===== config.mk =====
export PLATFORM = sky130hd
export DESIGN_NAME = ref_monitor_dpll_state_ctrl
export DESIGN_NICKNAME = d
export VERILOG_FILES = /design/src/rtl/ref_monitor.v /design/src/rtl/dpll_ctrl.v /design/src/rtl/ref_monitor_dpll_state_ctrl.v
export VERILOG_INCLUDE_DIRS = /design/src /design/src/shared
export SDC_FILE = /design/constraint.sdc
export NUM_CORES = 2
export LEC_CHECK = 0
export ABC_AREA = 1
export ABC_CLOCK_PERIOD_IN_PS = 8250
export BUFFER_PORTS_ARGS = -buffer_cell sky130_fd_sc_hd__buf_2
export CAP_MARGIN = 30
export CORE_ASPECT_RATIO = 0.5
export CORE_MARGIN = 2
export CORE_UTILIZATION = 30
export DETAILED_ROUTE_END_ITERATION = 8
export PLACE_DENSITY = 0.42
export SLEW_MARGIN = 20
export SYNTH_ARGS = -nofsm -noshare
export SYNTH_HDL_FRONTEND = slang
export SYNTH_SLANG_ARGS = --single-unit
export TNS_END_PERCENT = 100

===== constraint.sdc =====
create_clock -name core_clk -period 8.25 [get_ports core_clk]
set_clock_uncertainty 0.05 [all_clocks]
set_input_delay 0.825 -clock core_clk [delete_from_list [all_inputs] [get_ports core_clk]]
set_output_delay 0.825 -clock core_clk [all_outputs]
set_load 0.02 [all_outputs]

===== src/shared/ref_mon_map.vh =====
// Constants for reference monitoring and DPLL state control
`ifndef REF_MON_MAP_VH
`define REF_MON_MAP_VH
// Clock rate in kHz (125 MHz core clock)
`define CLK_KHZ 125000
// Disqualify times in ms; minimum time in core clock cycles
`define DQ_T1_MS 10
`define DQ_T2_MS 50
`define DQ_T3_MS 2500
`define DQ_MIN_CYC 1
// Disqualify setting reset value, requalify factor reset value
`define DQ_SEL_RST 2'h2
`define RQ_SEL_RST 2'h1
// Requalify multipliers as shift amounts (2,4,16,32)
`define RQ_SH0 1
`define RQ_SH1 2
`define RQ_SH2 4
`define RQ_SH3 5
// Mask bit positions and mask reset value
`define MB_LOS 0
`define MB_SCM 1
`define MB_CFM 2
`define MB_GST 3
`define MASK_RST 4'hF
// Frequency window: count ref edges in 2^17 clocks, 0.1% window
`define FWIN_CYC 131072
`define FTOL_DIV 20'h003E8
// Single-cycle period tolerance (quarter of period) and absence limit
`define SC_TOL_SH 2
`define SC_MAX_CYC 20'hFFFFF
// Lock time in ms and phase detector lock threshold
`define LOCK_MS 1000
`define LOCK_TOL 16'h0010
// DPLL states
`define ST_FREE 2'h0
`define ST_NORM 2'h1
`define ST_HOLD 2'h2
`endif


===== src/rtl/ref_monitor.v =====
// Per-reference frequency, single-cycle monitors and soak timer
`timescale 1ns/1ns
`include "ref_mon_map.vh"
module ref_monitor (
    // Clock and reset
    input wire core_clk,
    input wire arst_n,
    input wire clkEn,
    // Reference and configuration
    input wire refIn,
    input wire [19:0] nomCount,
    input wire [19:0] nomPeriod,
    input wire [1:0] dqSel,
    input wire [1:0] rqSel,
    // Failures
    output reg freqFail_r,
    output reg cycFail_r,
    output reg soakFail_r
);
    localparam [31:0] DQ1 = `DQ_T1_MS * `CLK_KHZ;
    localparam [31:0] DQ2 = `DQ_T2_MS * `CLK_KHZ;
    localparam [31:0] DQ3 = `DQ_T3_MS * `CLK_KHZ;
    reg s1_r, s2_r, s3_r;
    reg [16:0] winCnt_r;
    reg [19:0] edgeCnt_r, perCnt_r;
    reg [36:0] soakCnt_r;
    reg [31:0] dqCyc;
    reg [36:0] rqCyc;
    wire rise = s2_r & ~s3_r;
    wire [19:0] ftol = nomCount / `FTOL_DIV;
    wire [19:0] ptol = nomPeriod >> `SC_TOL_SH;
    wire anyFail = freqFail_r | cycFail_r;
    // Decode soak times
    always @* begin
        case (dqSel)
            2'h0: dqCyc = `DQ_MIN_CYC;
            2'h1: dqCyc = DQ1;
            2'h2: dqCyc = DQ2;
            default: dqCyc = DQ3;
        endcase
        case (rqSel)
            2'h0: rqCyc = {5'h00, dqCyc} << `RQ_SH0;
            2'h1: rqCyc = {5'h00, dqCyc} << `RQ_SH1;
            2'h2: rqCyc = {5'h00, dqCyc} << `RQ_SH2;
            default: rqCyc = {5'h00, dqCyc} << `RQ_SH3;
        endcase
    end
    // Synchroniser, monitors and soak timer; private per reference
    always @(posedge core_clk or negedge arst_n) begin
        if (!arst_n) begin
            s1_r <= 1'b0; s2_r <= 1'b0; s3_r <= 1'b0;
            winCnt_r <= 17'h00000; edgeCnt_r <= 20'h00000; perCnt_r <= 20'h00000;
            freqFail_r <= 1'b1; cycFail_r <= 1'b1; soakFail_r <= 1'b1;
            soakCnt_r <= 37'h0000000000;
        end else if (clkEn) begin
            s1_r <= refIn; s2_r <= s1_r; s3_r <= s2_r;
            // Count edges over short window, compare to nominal +/-0.1%
            winCnt_r <= winCnt_r + 17'h00001;
            if (winCnt_r == 17'h1FFFF) begin
                freqFail_r <= (edgeCnt_r > nomCount + ftol) ||
                              (edgeCnt_r + ftol < nomCount);
                edgeCnt_r <= {19'h00000, rise};
            end else if (rise)
                edgeCnt_r <= edgeCnt_r + 20'h00001;
            // Period of each cycle; phase hit or missing edges
            if (rise) begin
                perCnt_r <= 20'h00001;
                cycFail_r <= (perCnt_r > nomPeriod + ptol) ||
                             (perCnt_r + ptol < nomPeriod);
            end else if (perCnt_r > nomPeriod + ptol) begin
                cycFail_r <= 1'b1;
                if (perCnt_r != `SC_MAX_CYC) perCnt_r <= perCnt_r + 20'h00001;
            end else
                perCnt_r <= perCnt_r + 20'h00001;
            // Disqualify after dq time, requalify after longer time
            if (anyFail != soakFail_r) begin
                if ((anyFail && soakCnt_r + 37'h1 >= {5'h00, dqCyc}) ||
                    (!anyFail && soakCnt_r + 37'h1 >= rqCyc)) begin
                    soakFail_r <= anyFail;
                    soakCnt_r <= 37'h0000000000;
                end else
                    soakCnt_r <= soakCnt_r + 37'h0000000001;
            end else
                soakCnt_r <= 37'h0000000000;
        end
    end
endmodule


===== src/rtl/dpll_ctrl.v =====
// DPLL state machine, holdover storage, rate conversion
`timescale 1ns/1ns
`include "ref_mon_map.vh"
module dpll_ctrl (
    // Clock and reset
    input wire core_clk,
    input wire arst_n,
    input wire clkEn,
    // Control
    input wire forceHold,
    input wire forceFree,
    input wire holdTrig,
    input wire refValid,
    input wire signed [15:0] phaseErr,
    input wire [2:0] bwSel,
    input wire [1:0] pullSel,
    input wire [1:0] slopeSel,
    input wire [15:0] fwdDiv,
    input wire [15:0] fbDiv,
    input wire [15:0] fecFwdDiv,
    input wire [15:0] fecFbDiv,
    input wire fecEn,
    // Status, frequency word and divider outputs
    output reg [1:0] state_r,
    output reg locked_r,
    output reg signed [31:0] freqWord_r,
    output reg [15:0] fwdOut_r,
    output reg [15:0] fbOut_r
);
    localparam [31:0] LOCK_CYC = `LOCK_MS * `CLK_KHZ;
    reg signed [31:0] holdWord_r;
    reg [31:0] lockCnt_r;
    reg [2:0] bw;
    reg signed [31:0] step, lim;
    reg signed [31:0] nxtWord;
    wire inLock = (phaseErr < $signed(`LOCK_TOL)) && (phaseErr > -$signed(`LOCK_TOL));
    // Filter gain, pull-in limit, slope limit
    always @* begin
        bw = (bwSel > 3'h6) ? 3'h6 : bwSel;
        // Signed cast keeps the right shift arithmetic for negative errors
        step = ($signed({{16{phaseErr[15]}}, phaseErr}) <<< bw) >>> 4;
        case (slopeSel)
            2'h0: step = (step > 32'sd4096) ? 32'sd4096 :
                         (step < -32'sd4096) ? -32'sd4096 : step;
            2'h1: step = (step > 32'sd512) ? 32'sd512 :
                         (step < -32'sd512) ? -32'sd512 : step;
            2'h2: step = (step > 32'sd60) ? 32'sd60 : (step < -32'sd60) ? -32'sd60 : step;
            default: step = step;
        endcase
        case (pullSel)
            2'h0: lim = 32'sd52 <<< 12;
            2'h1: lim = 32'sd130 <<< 12;
            2'h2: lim = 32'sd400 <<< 12;
            default: lim = 32'sd3900 <<< 12;
        endcase
        nxtWord = freqWord_r + step;
        if (nxtWord > lim) nxtWord = lim;
        if (nxtWord < -lim) nxtWord = -lim;
    end
    // State machine
    always @(posedge core_clk or negedge arst_n) begin
        if (!arst_n) begin
            state_r <= `ST_FREE; locked_r <= 1'b0;
            freqWord_r <= 32'sh00000000; holdWord_r <= 32'sh00000000;
            lockCnt_r <= 32'h00000000;
            fwdOut_r <= 16'h0001; fbOut_r <= 16'h0001;
        end else if (clkEn) begin
            fwdOut_r <= fecEn ? fecFwdDiv : fwdDiv;
            fbOut_r <= fecEn ? fecFbDiv : fbDiv;
            case (state_r)
                `ST_FREE: begin
                    freqWord_r <= 32'sh00000000;
                    locked_r <= 1'b0;
                    if (!forceFree && !forceHold && refValid) state_r <= `ST_NORM;
                end
                `ST_NORM: begin
                    freqWord_r <= nxtWord;
                    if (inLock && lockCnt_r < LOCK_CYC) lockCnt_r <= lockCnt_r + 32'h1;
                    else if (!inLock) lockCnt_r <= 32'h00000000;
                    locked_r <= inLock && lockCnt_r >= 32'h00000100;
                    if (locked_r) holdWord_r <= freqWord_r;
                    if (forceFree) state_r <= `ST_FREE;
                    else if (forceHold || holdTrig) state_r <= `ST_HOLD;
                end
                default: begin
                    freqWord_r <= holdWord_r;
                    locked_r <= 1'b0;
                    lockCnt_r <= 32'h00000000;
                    if (forceFree) state_r <= `ST_FREE;
                    else if (!forceHold && !holdTrig && refValid) state_r <= `ST_NORM;
                end
            endcase
        end
    end
endmodule


===== src/rtl/ref_monitor_dpll_state_ctrl.v =====
// Top: reference qualification, masks, switching and DPLL control
//
// Overview of operation
// Each reference has its own monitors
// GPIO may serve as loss-of-signal input
// Frequency monitor flags deviation over 0.1%
// Period monitor flags phase hit, missing edges
// Soak timer disqualifies after persistent failure
// Disqualify time: minimum, 10ms, 50ms, 2.5s
// Requalify time is disqualify times 2/4/16/32
// Longer requalify time gives hysteresis
// Fail mask gates failures onto fail pin
// Switch mask gates failures for auto-switching
// Holdover mask gates failures for auto-holdover
// Mask bits: LOSS_OF_SIGNAL_IN, cycle, frequency, soak timer
// Pull-in range 52/130/400/3900 ppm
// First order bandwidth 14 to 896 Hz
// Software holds over before bandwidth change
// Software keeps bandwidth below ref/30
// Phase slope limit on reference switch
// Software starts slope limit unlimited
// Lock and holdover flags, lock under 1s
// Free-run uses master clock only
// Holdover uses stored frequency value
// 16-bit dividers, normal or FEC rate
`timescale 1ns/1ns
`include "ref_mon_map.vh"
module ref_monitor_dpll_state_ctrl (
    // Clock, reset, enable
    input wire core_clk,
    input wire arst_n,
    input wire clkEn,
    // References and GPIO
    input wire refA,
    input wire refB,
    input wire [1:0] gpioIn,
    input wire [1:0] losGpioEn,
    input wire [1:0] losGpioSel,
    // Monitor configuration
    input wire [19:0] nomCountA,
    input wire [19:0] nomCountB,
    input wire [19:0] nomPeriodA,
    input wire [19:0] nomPeriodB,
    input wire dqSelWe,
    input wire [1:0] dqSelIn,
    input wire [1:0] rqSelIn,
    // Masks
    input wire maskWe,
    input wire [3:0] refAFailMaskIn,
    input wire [3:0] refBFailMaskIn,
    input wire [3:0] switchFailMaskIn,
    input wire [3:0] holdoverFailMaskIn,
    // DPLL control
    input wire activeSelIn,
    input wire autoSwitchEn,
    input wire forceHold,
    input wire forceFree,
    input wire signed [15:0] phaseErr,
    input wire [2:0] bwSel,
    input wire [1:0] pullSel,
    input wire [1:0] slopeSel,
    input wire [15:0] fwdDiv,
    input wire [15:0] fbDiv,
    input wire [15:0] fecFwdDiv,
    input wire [15:0] fecFbDiv,
    input wire fecEn,
    // Status
    output reg [3:0] refAStatus_r,
    output reg [3:0] refBStatus_r,
    output reg refAValid_r,
    output reg refBValid_r,
    output reg activeRef_r,
    output wire lockFlag,
    output wire holdoverFlag,
    output wire [1:0] dpllState,
    output wire signed [31:0] freqWord,
    output wire [15:0] fwdDivOut,
    output wire [15:0] fbDivOut
);
    reg [1:0] dqSel_r, rqSel_r;
    reg [3:0] refAFailMask_r, refBFailMask_r, switchFailMask_r, holdoverFailMask_r;
    reg [1:0] gpS1_r, gpS2_r;
    wire [1:0] refs = {refB, refA};
    wire [1:0] losRaw;
    wire [3:0] stat [0:1];
    wire [39:0] nomC = {nomCountB, nomCountA};
    wire [39:0] nomP = {nomPeriodB, nomPeriodA};
    wire hold;
    wire [1:0] dst;

    // Masked failure is any unmasked active condition
    function maskedFail;
        input [3:0] st;
        input [3:0] m;
        begin
            maskedFail = |(st & m);
        end
    endfunction

    // Configuration held in registers, loaded on write strobes
    always @(posedge core_clk or negedge arst_n) begin
        if (!arst_n) begin
            dqSel_r <= `DQ_SEL_RST;
            rqSel_r <= `RQ_SEL_RST;
            refAFailMask_r <= `MASK_RST;
            refBFailMask_r <= `MASK_RST;
            switchFailMask_r <= `MASK_RST;
            holdoverFailMask_r <= `MASK_RST;
        end else if (clkEn) begin
            if (dqSelWe) begin
                dqSel_r <= dqSelIn;
                rqSel_r <= rqSelIn;
            end
            if (maskWe) begin
                refAFailMask_r <= refAFailMaskIn;
                refBFailMask_r <= refBFailMaskIn;
                switchFailMask_r <= switchFailMaskIn;
                holdoverFailMask_r <= holdoverFailMaskIn;
            end
        end
    end

    // GPIO pins are asynchronous; two-stage sync before use
    always @(posedge core_clk or negedge arst_n) begin
        if (!arst_n) begin
            gpS1_r <= 2'h0;
            gpS2_r <= 2'h0;
        end else if (clkEn) begin
            gpS1_r <= gpioIn;
            gpS2_r <= gpS1_r;
        end
    end

    // Independent monitor set per reference
    genvar g;
    generate
        for (g = 0; g < 2; g = g + 1) begin : gMon
            wire fF, cF, sF;
            ref_monitor uMon (
                .core_clk(core_clk),
                .arst_n(arst_n),
                .clkEn(clkEn),
                .refIn(refs[g]),
                .nomCount(nomC[g*20 +: 20]),
                .nomPeriod(nomP[g*20 +: 20]),
                .dqSel(dqSel_r),
                .rqSel(rqSel_r),
                .freqFail_r(fF),
                .cycFail_r(cF),
                .soakFail_r(sF)
            );
            // Loss of signal from a selected GPIO when enabled
            assign losRaw[g] = losGpioEn[g] & gpS2_r[losGpioSel[g]];
            assign stat[g] = {sF, fF, cF, losRaw[g]};
        end
    endgenerate

    // Status, fail-pin validity and active reference selection
    always @(posedge core_clk or negedge arst_n) begin
        if (!arst_n) begin
            refAStatus_r <= 4'h0;
            refBStatus_r <= 4'h0;
            refAValid_r <= 1'b0;
            refBValid_r <= 1'b0;
            activeRef_r <= 1'b0;
        end else if (clkEn) begin
            refAStatus_r <= stat[0];
            refBStatus_r <= stat[1];
            refAValid_r <= !maskedFail(stat[0], refAFailMask_r);
            refBValid_r <= !maskedFail(stat[1], refBFailMask_r);
            // Auto-switch only when the other reference is clean under the same mask; follow activeSelIn only while autoSwitchEn is low
            if (!autoSwitchEn)
                activeRef_r <= activeSelIn;
            else if (maskedFail(stat[activeRef_r], switchFailMask_r) &&
                     !maskedFail(stat[~activeRef_r], switchFailMask_r))
                activeRef_r <= ~activeRef_r;
        end
    end

    // Auto-holdover trigger from the active reference
    assign hold = maskedFail(stat[activeRef_r], holdoverFailMask_r);

    dpll_ctrl uDpll (
        .core_clk(core_clk),
        .arst_n(arst_n),
        .clkEn(clkEn),
        .forceHold(forceHold),
        .forceFree(forceFree),
        .holdTrig(hold),
        .refValid(!hold),
        .phaseErr(phaseErr),
        .bwSel(bwSel),
        .pullSel(pullSel),
        .slopeSel(slopeSel),
        .fwdDiv(fwdDiv),
        .fbDiv(fbDiv),
        .fecFwdDiv(fecFwdDiv),
        .fecFbDiv(fecFbDiv),
        .fecEn(fecEn),
        .state_r(dst),
        .locked_r(lockFlag),
        .freqWord_r(freqWord),
        .fwdOut_r(fwdDivOut),
        .fbOut_r(fbDivOut)
    );

    // Indicator flags
    assign holdoverFlag = (dst == `ST_HOLD);
    assign dpllState = dst;
endmodule


Word level (Yosys, flattened, before mapping):

Cells that the tools add are included.

* add/subtract/negate cells: 19
* $mul: 0
* div/mod/pow operators: 2
* order comparisons: 29
* equality and inequality tests: 22
* shift operators: 1
* muxes and demuxes: 56
* bitwise logic cells: 17
* reductions and logical operators: 58

Operators by type and width (count)
* $mux W32: 10
* $mux W20: 10
* $mux W37: 4
* $pmux W32 S2: 2
* $pmux W37 S3: 1
* $pmux W32 S3: 1
* $pmux W29 S3: 1
* $add A20 B1 Y20 const B: 4
* $add A20 B18 Y20: 4
* $add A20 B20 Y20: 4
* $gt A20 B20 Y1: 4
* $lt A20 B20 Y1: 4
* $add A37 B1 Y37 const B: 2
* $ge A37 B32 Y1: 2
* $ge A37 B37 Y1: 2
* $pmux W24 S3: 1
* $div A20 B10 Y20 const B: 2
* $ne A20 B20 Y1 const B: 2
* $add A17 B1 Y17 const B: 2
* $eq A17 B17 Y1 const B: 2
* $add A32 B1 Y32 const B: 1
* $add A32 B32 Y32: 1
* $ge A32 B9 Y1 const B: 1
* $gt A32 B25 Y1: 1
* 42 further kinds: 136

* register bits after elaboration: 366
* latch bits: 0
* memory bits (writable): 0
* memory bits (read-only): 0
* input port bits: 205
* memories: 0

Depth between registers and ports, before layout:

* depth after elaboration: 14
* mapped depth: 86

Modules after synthesis:

From an unflattened synthesis, not the netlist that was laid out.

* cell total of the unflattened synthesis: 5638
* area total of the unflattened synthesis: 39061.2 µm²

By module, submodules not included
* ref_monitor (gMon[0].uMon): times used 1, cells an instance 1923, area each 13287.7 µm², seq. area each 2506.2 µm²
* ref_monitor (gMon[1].uMon): times used 1, cells an instance 1880, area each 13128.8 µm², seq. area each 2506.2 µm²
* dpll_ctrl: times used 1, cells an instance 1663, area each 11029.3 µm², seq. area each 3280.6 µm²
* ref_monitor_dpll_state_ctrl: times used 1, cells an instance 172, area each 1615.3 µm², seq. area each 898.4 µm²

Worst setup path before layout:

Ideal clock, no wire load.

* path type: input port to flip-flop
* start: in bwSel[2]
* end: reg uDpll.freqWord_r[13]
* library setup time: 0.143 ns
* arrival time: 10.152 ns
* slack: -2.095 ns
* cell stages on the path: 69
* path buffers: 5
* cell sequence: clkbuf_1 > nand2_1 > inv_1 > nor2_1 > inv_1 > clkbuf_1 > o21ai_0 > nand2_1 > o21ai_0 > nand2_1 > o21ai_0 > inv_1 > a21oi_1 > nand4_1 > nor4_1 > inv_1 > nor4_1 > o21ai_0 > [33 not listed] > o21ai_0 > ha_1 > o21ai_0 > nand2_1 > a21oi_1 > o221ai_1 > a221oi_1 > o21bai_1 > a41oi_1 > o31a_1 > nand2_1 > nand2_1 > nand2_1 > clkinv_1 > clkbuf_1 > nand2_1 > o211ai_1 > a22oi_1

* cells in the longest elaborated chain, start to end: 13

Ends and longest elaborated chain
* from (decl): RTL line ref_monitor_dpll_state_ctrl.v:59 `input wire [2:0] bwSel,`
* $gt A3 B3 Y1: RTL line dpll_ctrl.v:39 `bw = (bwSel > 3'h6) ? 3'h6 : bwSel;`
* $mux W3 *: RTL line dpll_ctrl.v:39
* $sshl A16 B3 Y32 *: RTL line dpll_ctrl.v:41 `step = ($signed({{16{phaseErr[15]}}, phaseErr}) <<< bw) >>> 4;`
* $lt A28 B7 Y1, or another cell as far along: RTL line dpll_ctrl.v:47 `2'h2: step = (step > 32'sd60) ? 32'sd60 : (step < -32'sd60) ? -32'sd60 : step;`
* $mux W32, on equally long branches: RTL line dpll_ctrl.v:47, dpll_ctrl.v:44, dpll_ctrl.v:46
* $mux W32, on equally long branches: RTL line dpll_ctrl.v:47, dpll_ctrl.v:43, dpll_ctrl.v:45
* $pmux W32 S3 *: RTL line dpll_ctrl.v:42 `case (slopeSel)`
* $add A32 B32 Y32 *: RTL line dpll_ctrl.v:56 `nxtWord = freqWord_r + step;`
* $gt A32 B25 Y1: RTL line dpll_ctrl.v:57 `if (nxtWord > lim) nxtWord = lim;`
* $mux W32 *: RTL line dpll_ctrl.v:57
* $lt A32 B32 Y1: RTL line dpll_ctrl.v:58 `if (nxtWord < -lim) nxtWord = -lim;`
* $mux W32 *: RTL line dpll_ctrl.v:58
* $pmux W32 S2 *: RTL line dpll_ctrl.v:70 `case (state_r)`
* to (signal assigned): RTL line dpll_ctrl.v:77 `freqWord_r <= nxtWord;`
* to (signal assigned): RTL line dpll_ctrl.v:86 `freqWord_r <= holdWord_r;`
* to (decl): RTL line dpll_ctrl.v:26 `output reg signed [31:0] freqWord_r,`

Every way passes the cells marked *; elsewhere a longest branch is shown, timed or not.
A chain may end at the register's enable or synchronous reset.

Worst setup path in the final report:

* start: in nomCountA[13]
* end: reg gMon[0].uMon.freqFail_r

* cells in the longest elaborated chain, start to end: 4

Ends and longest elaborated chain
* from (decl): RTL line ref_monitor_dpll_state_ctrl.v:40 `input wire [19:0] nomCountA,`
* $div A20 B10 Y20 (no line)
* $add A20 B20 Y20, on equally long branches: RTL line ref_monitor.v:60, ref_monitor.v:61
* $gt A20 B20 Y1 or $lt A20 B20 Y1 (tied branches): RTL line ref_monitor.v:60, ref_monitor.v:61
* $logic_or A1 B1 Y1 *: RTL line ref_monitor.v:60 `freqFail_r <= (edgeCnt_r > nomCount + ftol) ||`
* to (signal assigned): RTL line ref_monitor.v:60
* to (decl): RTL line ref_monitor.v:16 `output reg freqFail_r,`

Marked as above.

==> flow_metrics.env <==
export IMPL_ys_seq_area_share_pct=24.9
export IMPL_ys_types=80
export IMPL_start_util_pct=30.4
export IMPL_port_buffers=283
export IMPL_netlist_area_um2=36900
export IMPL_ys_ff_latch=366
export IMPL_post_route_period_util_pct=115
export IMPL_post_route_min_period_ns=9.51
export IMPL_yosysTopAreaCell="dfrtp_1"
export IMPL_clock_sinks=366
export IMPL_wl_per_cell_um=15.3
export IMPL_drive_above_1_share_pct=26.0
export IMPL_r2r_slack_ns=1.18
export IMPL_cts_tree="yes"
export IMPL_area_delta_synth_final_pct=31.9
export IMPL_yosysMostFrequentCell="nand2_1"
export IMPL_grt_pass1_vias=36531
export IMPL_worst_pin_slew_ns=0.945
export IMPL_cts_buffers=42
export IMPL_ant_nets=0
export IMPL_nets=6703
export IMPL_worst_r2r_path_depth=46
export IMPL_viasPerCell=4.84
export IMPL_die_x_um=500
export IMPL_vias=37098
export IMPL_p_leak_nw=24.9
export IMPL_grt_pass1_wl_um=190000
export IMPL_hold_buffers=0
export IMPL_yosysWarnings=0
export IMPL_rsz0062_at_grt="true"
export IMPL_clk_pin_slew_worst_paths_ns=0.06
export IMPL_synth_area_leaders="dfrtp_1, ha_1, nand2_1"
export IMPL_violations="negative setup slack"
export IMPL_yosysTopAreaCellShare_pct=23.1
export IMPL_die_h_um=252
export IMPL_r2r_start="uDpll.freqWord_r[1]$_DFFE_PN0P_"
export IMPL_crit_path_top_delay_cell="nor4b_4"
export IMPL_ys_flop_type="dfrtp_1"
export IMPL_worst_setup_path_end_kind="flip-flop"
export IMPL_drv_slew=0
export IMPL_async_flop_share_pct=100
export IMPL_grtUsageTotal_pct=18.1
export IMPL_root_buffer="clkbuf_16"
export IMPL_critical_path_required_ns=8.72
export IMPL_htreeDepth=2
export IMPL_setup_violations_final=34
export IMPL_io_pin_count=284
export IMPL_max_stage_delay_ns=0.34
export IMPL_hold_path_class="in2async"
export IMPL_slew_headroom_pct=36.9
export IMPL_core_um2=121000
export IMPL_overflow=0
export IMPL_total_power_mw=13.6
export IMPL_startpoint_type="primary input"
export IMPL_ys_top_cells_by_count="nand2_1, inv_1, ha_1"
export IMPL_status="complete, but fails checks"
export IMPL_r2r_end="uDpll.freqWord_r[26]$_DFFE_PN0P_"
export IMPL_peakVddDrop_mv=0.171
export IMPL_critPathKind="in2reg"
export IMPL_crit_top_cell="nand2_2"
export IMPL_synth_edf_count=0
export IMPL_maxCapViolCount=0
export IMPL_cp_max_fo=8
export IMPL_fmax_mhz=105
export IMPL_cts_buffer_depth=3
export IMPL_hold_violations=0
export IMPL_route_detailed_drc=0
export IMPL_clkLatencyLatePin_ns=0.61
export IMPL_hpwlAfterDp_um=91700
export IMPL_final_setup_tns_ns=-36.18
export IMPL_wirelength_um=117000
export IMPL_pre_cts_ws_ns=-2.39
export IMPL_synth_nets=5797
export IMPL_routabilityCongestion=0.853
export IMPL_antenna_found_initial=9
export IMPL_critPathArrivalTime_ns=9.98
export IMPL_die_area_um2=126000
export IMPL_placementRows=90
export IMPL_syn_avg_cell_area_um2=7.20
export IMPL_drt_initial_drc_count=1921
export IMPL_synthCells=5120
export IMPL_final_setup_worst_slack_ns=-1.26
export IMPL_power_density_nw_per_um2=279
export IMPL_grt_max_degree=158
export IMPL_firstDrtPassIters=7
## area by class of cell
cell class	count	area [µm²]
Timing Repair Buffer	947	6600
Fill cell	12661	72500
Inverter	796	3050
Antenna cell	3	7.51
Clock buffer	59	1230
Timing Repair inverter	3	32.5
Multi-Input combinational cell	3870	26200
Clock inverter	17	274
Tap cell	1610	2010
Sequential cell	366	9190
## routing by layer
metal | GRT usage (%) | routed length, µm
met5 | 0 | 13
met4 | 3.62 | 2020
met3 | 1.83 | 3250
met2 | 31.9 | 56200
met1 | 24.1 | 55500
## power breakdown
group | switching [mW] | internal (mW)
registers | 0.265 | 2.03
clock network | 0.850 | 1.26
logic | 4.86 | 4.30
## layout by cell type, fill, tap and decap left out, drive strengths merged, types with 101 or more instances in the layout
cell type	netlist	routed
nand2	977	977
buf	4	947
inv	785	787
ha	463	463
nor2	448	448
a21oi	390	390
o21ai	386	386
dfrtp	340	340
nand3	283	283
xor2	243	243
nand4	101	101
## state kept, by name (all words and copies together) (netlist names), 4 cells and up
register and count:
gMon.uMon.winCnt_r 34, gMon.uMon.perCnt_r 40, uDpll.lockCnt_r 32, gMon.uMon.edgeCnt_r 40, refBFailMask_r 4, refAFailMask_r 4, uDpll.freqWord_r 32, holdoverFailMask_r 4
switchFailMask_r 4, gMon.uMon.soakCnt_r 74, refAStatus_r 4, uDpll.holdWord_r 32, refBStatus_r 4, uDpll.fbOut_r 16, uDpll.fwdOut_r 16
## how the worst max path moves through the flow
stage / start / end / slack [ns]
2_1_floorplan: bwSel[2] / uDpll.freqWord_r[20]$_DFFE_PN0P_ / -0.91
5_1_grt: nomCountA[13] / gMon[0].uMon.freqFail_r$_DFFE_PN1P_ / -2.06
4_1_cts: nomCountA[14] / gMon[0].uMon.freqFail_r$_DFFE_PN1P_ / -1.30
3_3_place_gp: nomCountA[13] / gMon[0].uMon.freqFail_r$_DFFE_PN1P_ / -2.40
3_5_place_dp: nomCountA[13] / gMon[0].uMon.freqFail_r$_DFFE_PN1P_ / -2.39
6_report: nomCountA[13] / gMon[0].uMon.freqFail_r$_DFFE_PN1P_ / -1.26
## stage by stage
stage	cell area, µm²	utilization (%)	cells	hold slack, ns
3_3_place_gp	44100	36.4	7436	0.402
6_report	48600	40.1	7671	0.236
3_5_place_dp	44100	36.4	7437	0.401
4_1_cts	47200	38.9	7613	0.257
5_1_grt	48600	40.1	7671	0.293
2_1_floorplan	37200	-	5120	0.390
## critical path: cells and delay by family
family,cells,cell delay [ns]
AO/OA/AOI/OAI,10,1.52
XOR/XNOR,2,0.39
adder cells (fa/ha/maj),2,0.46
buffers and inverters,12,1.09
AND/OR/NAND/NOR,56,5.66
## kinds of logic (layout without fill, tap and decap cells)
| kind of cell | after synthesis | after routing | synth area share, % |
|---|---|---|---|
| compound gates | 1092 | 1092 | 17.5 |
| buf+inv | 884 | 1822 | 9.02 |
| fa+ha+maj | 472 | 472 | 16.2 |
| mux | 13 | 13 | 0.394 |
| other cells | 0 | 3 | 0 |
| xor+xnor | 297 | 297 | 7.19 |
| flops | 366 | 366 | 24.9 |
| simple gates | 1996 | 1996 | 24.7 |
## what timing repair did
action | in CTS | in global routing
buffers inserted | 99 | 54
pin swaps | 110 | 214
cloned | 2 | 1
resized for setup | 216 | 246
endpoints found under the hold margin | 0 | 0
setup endpoints to repair | 34 | 34
No activity file was read; power rests on OpenSTA's default activity.
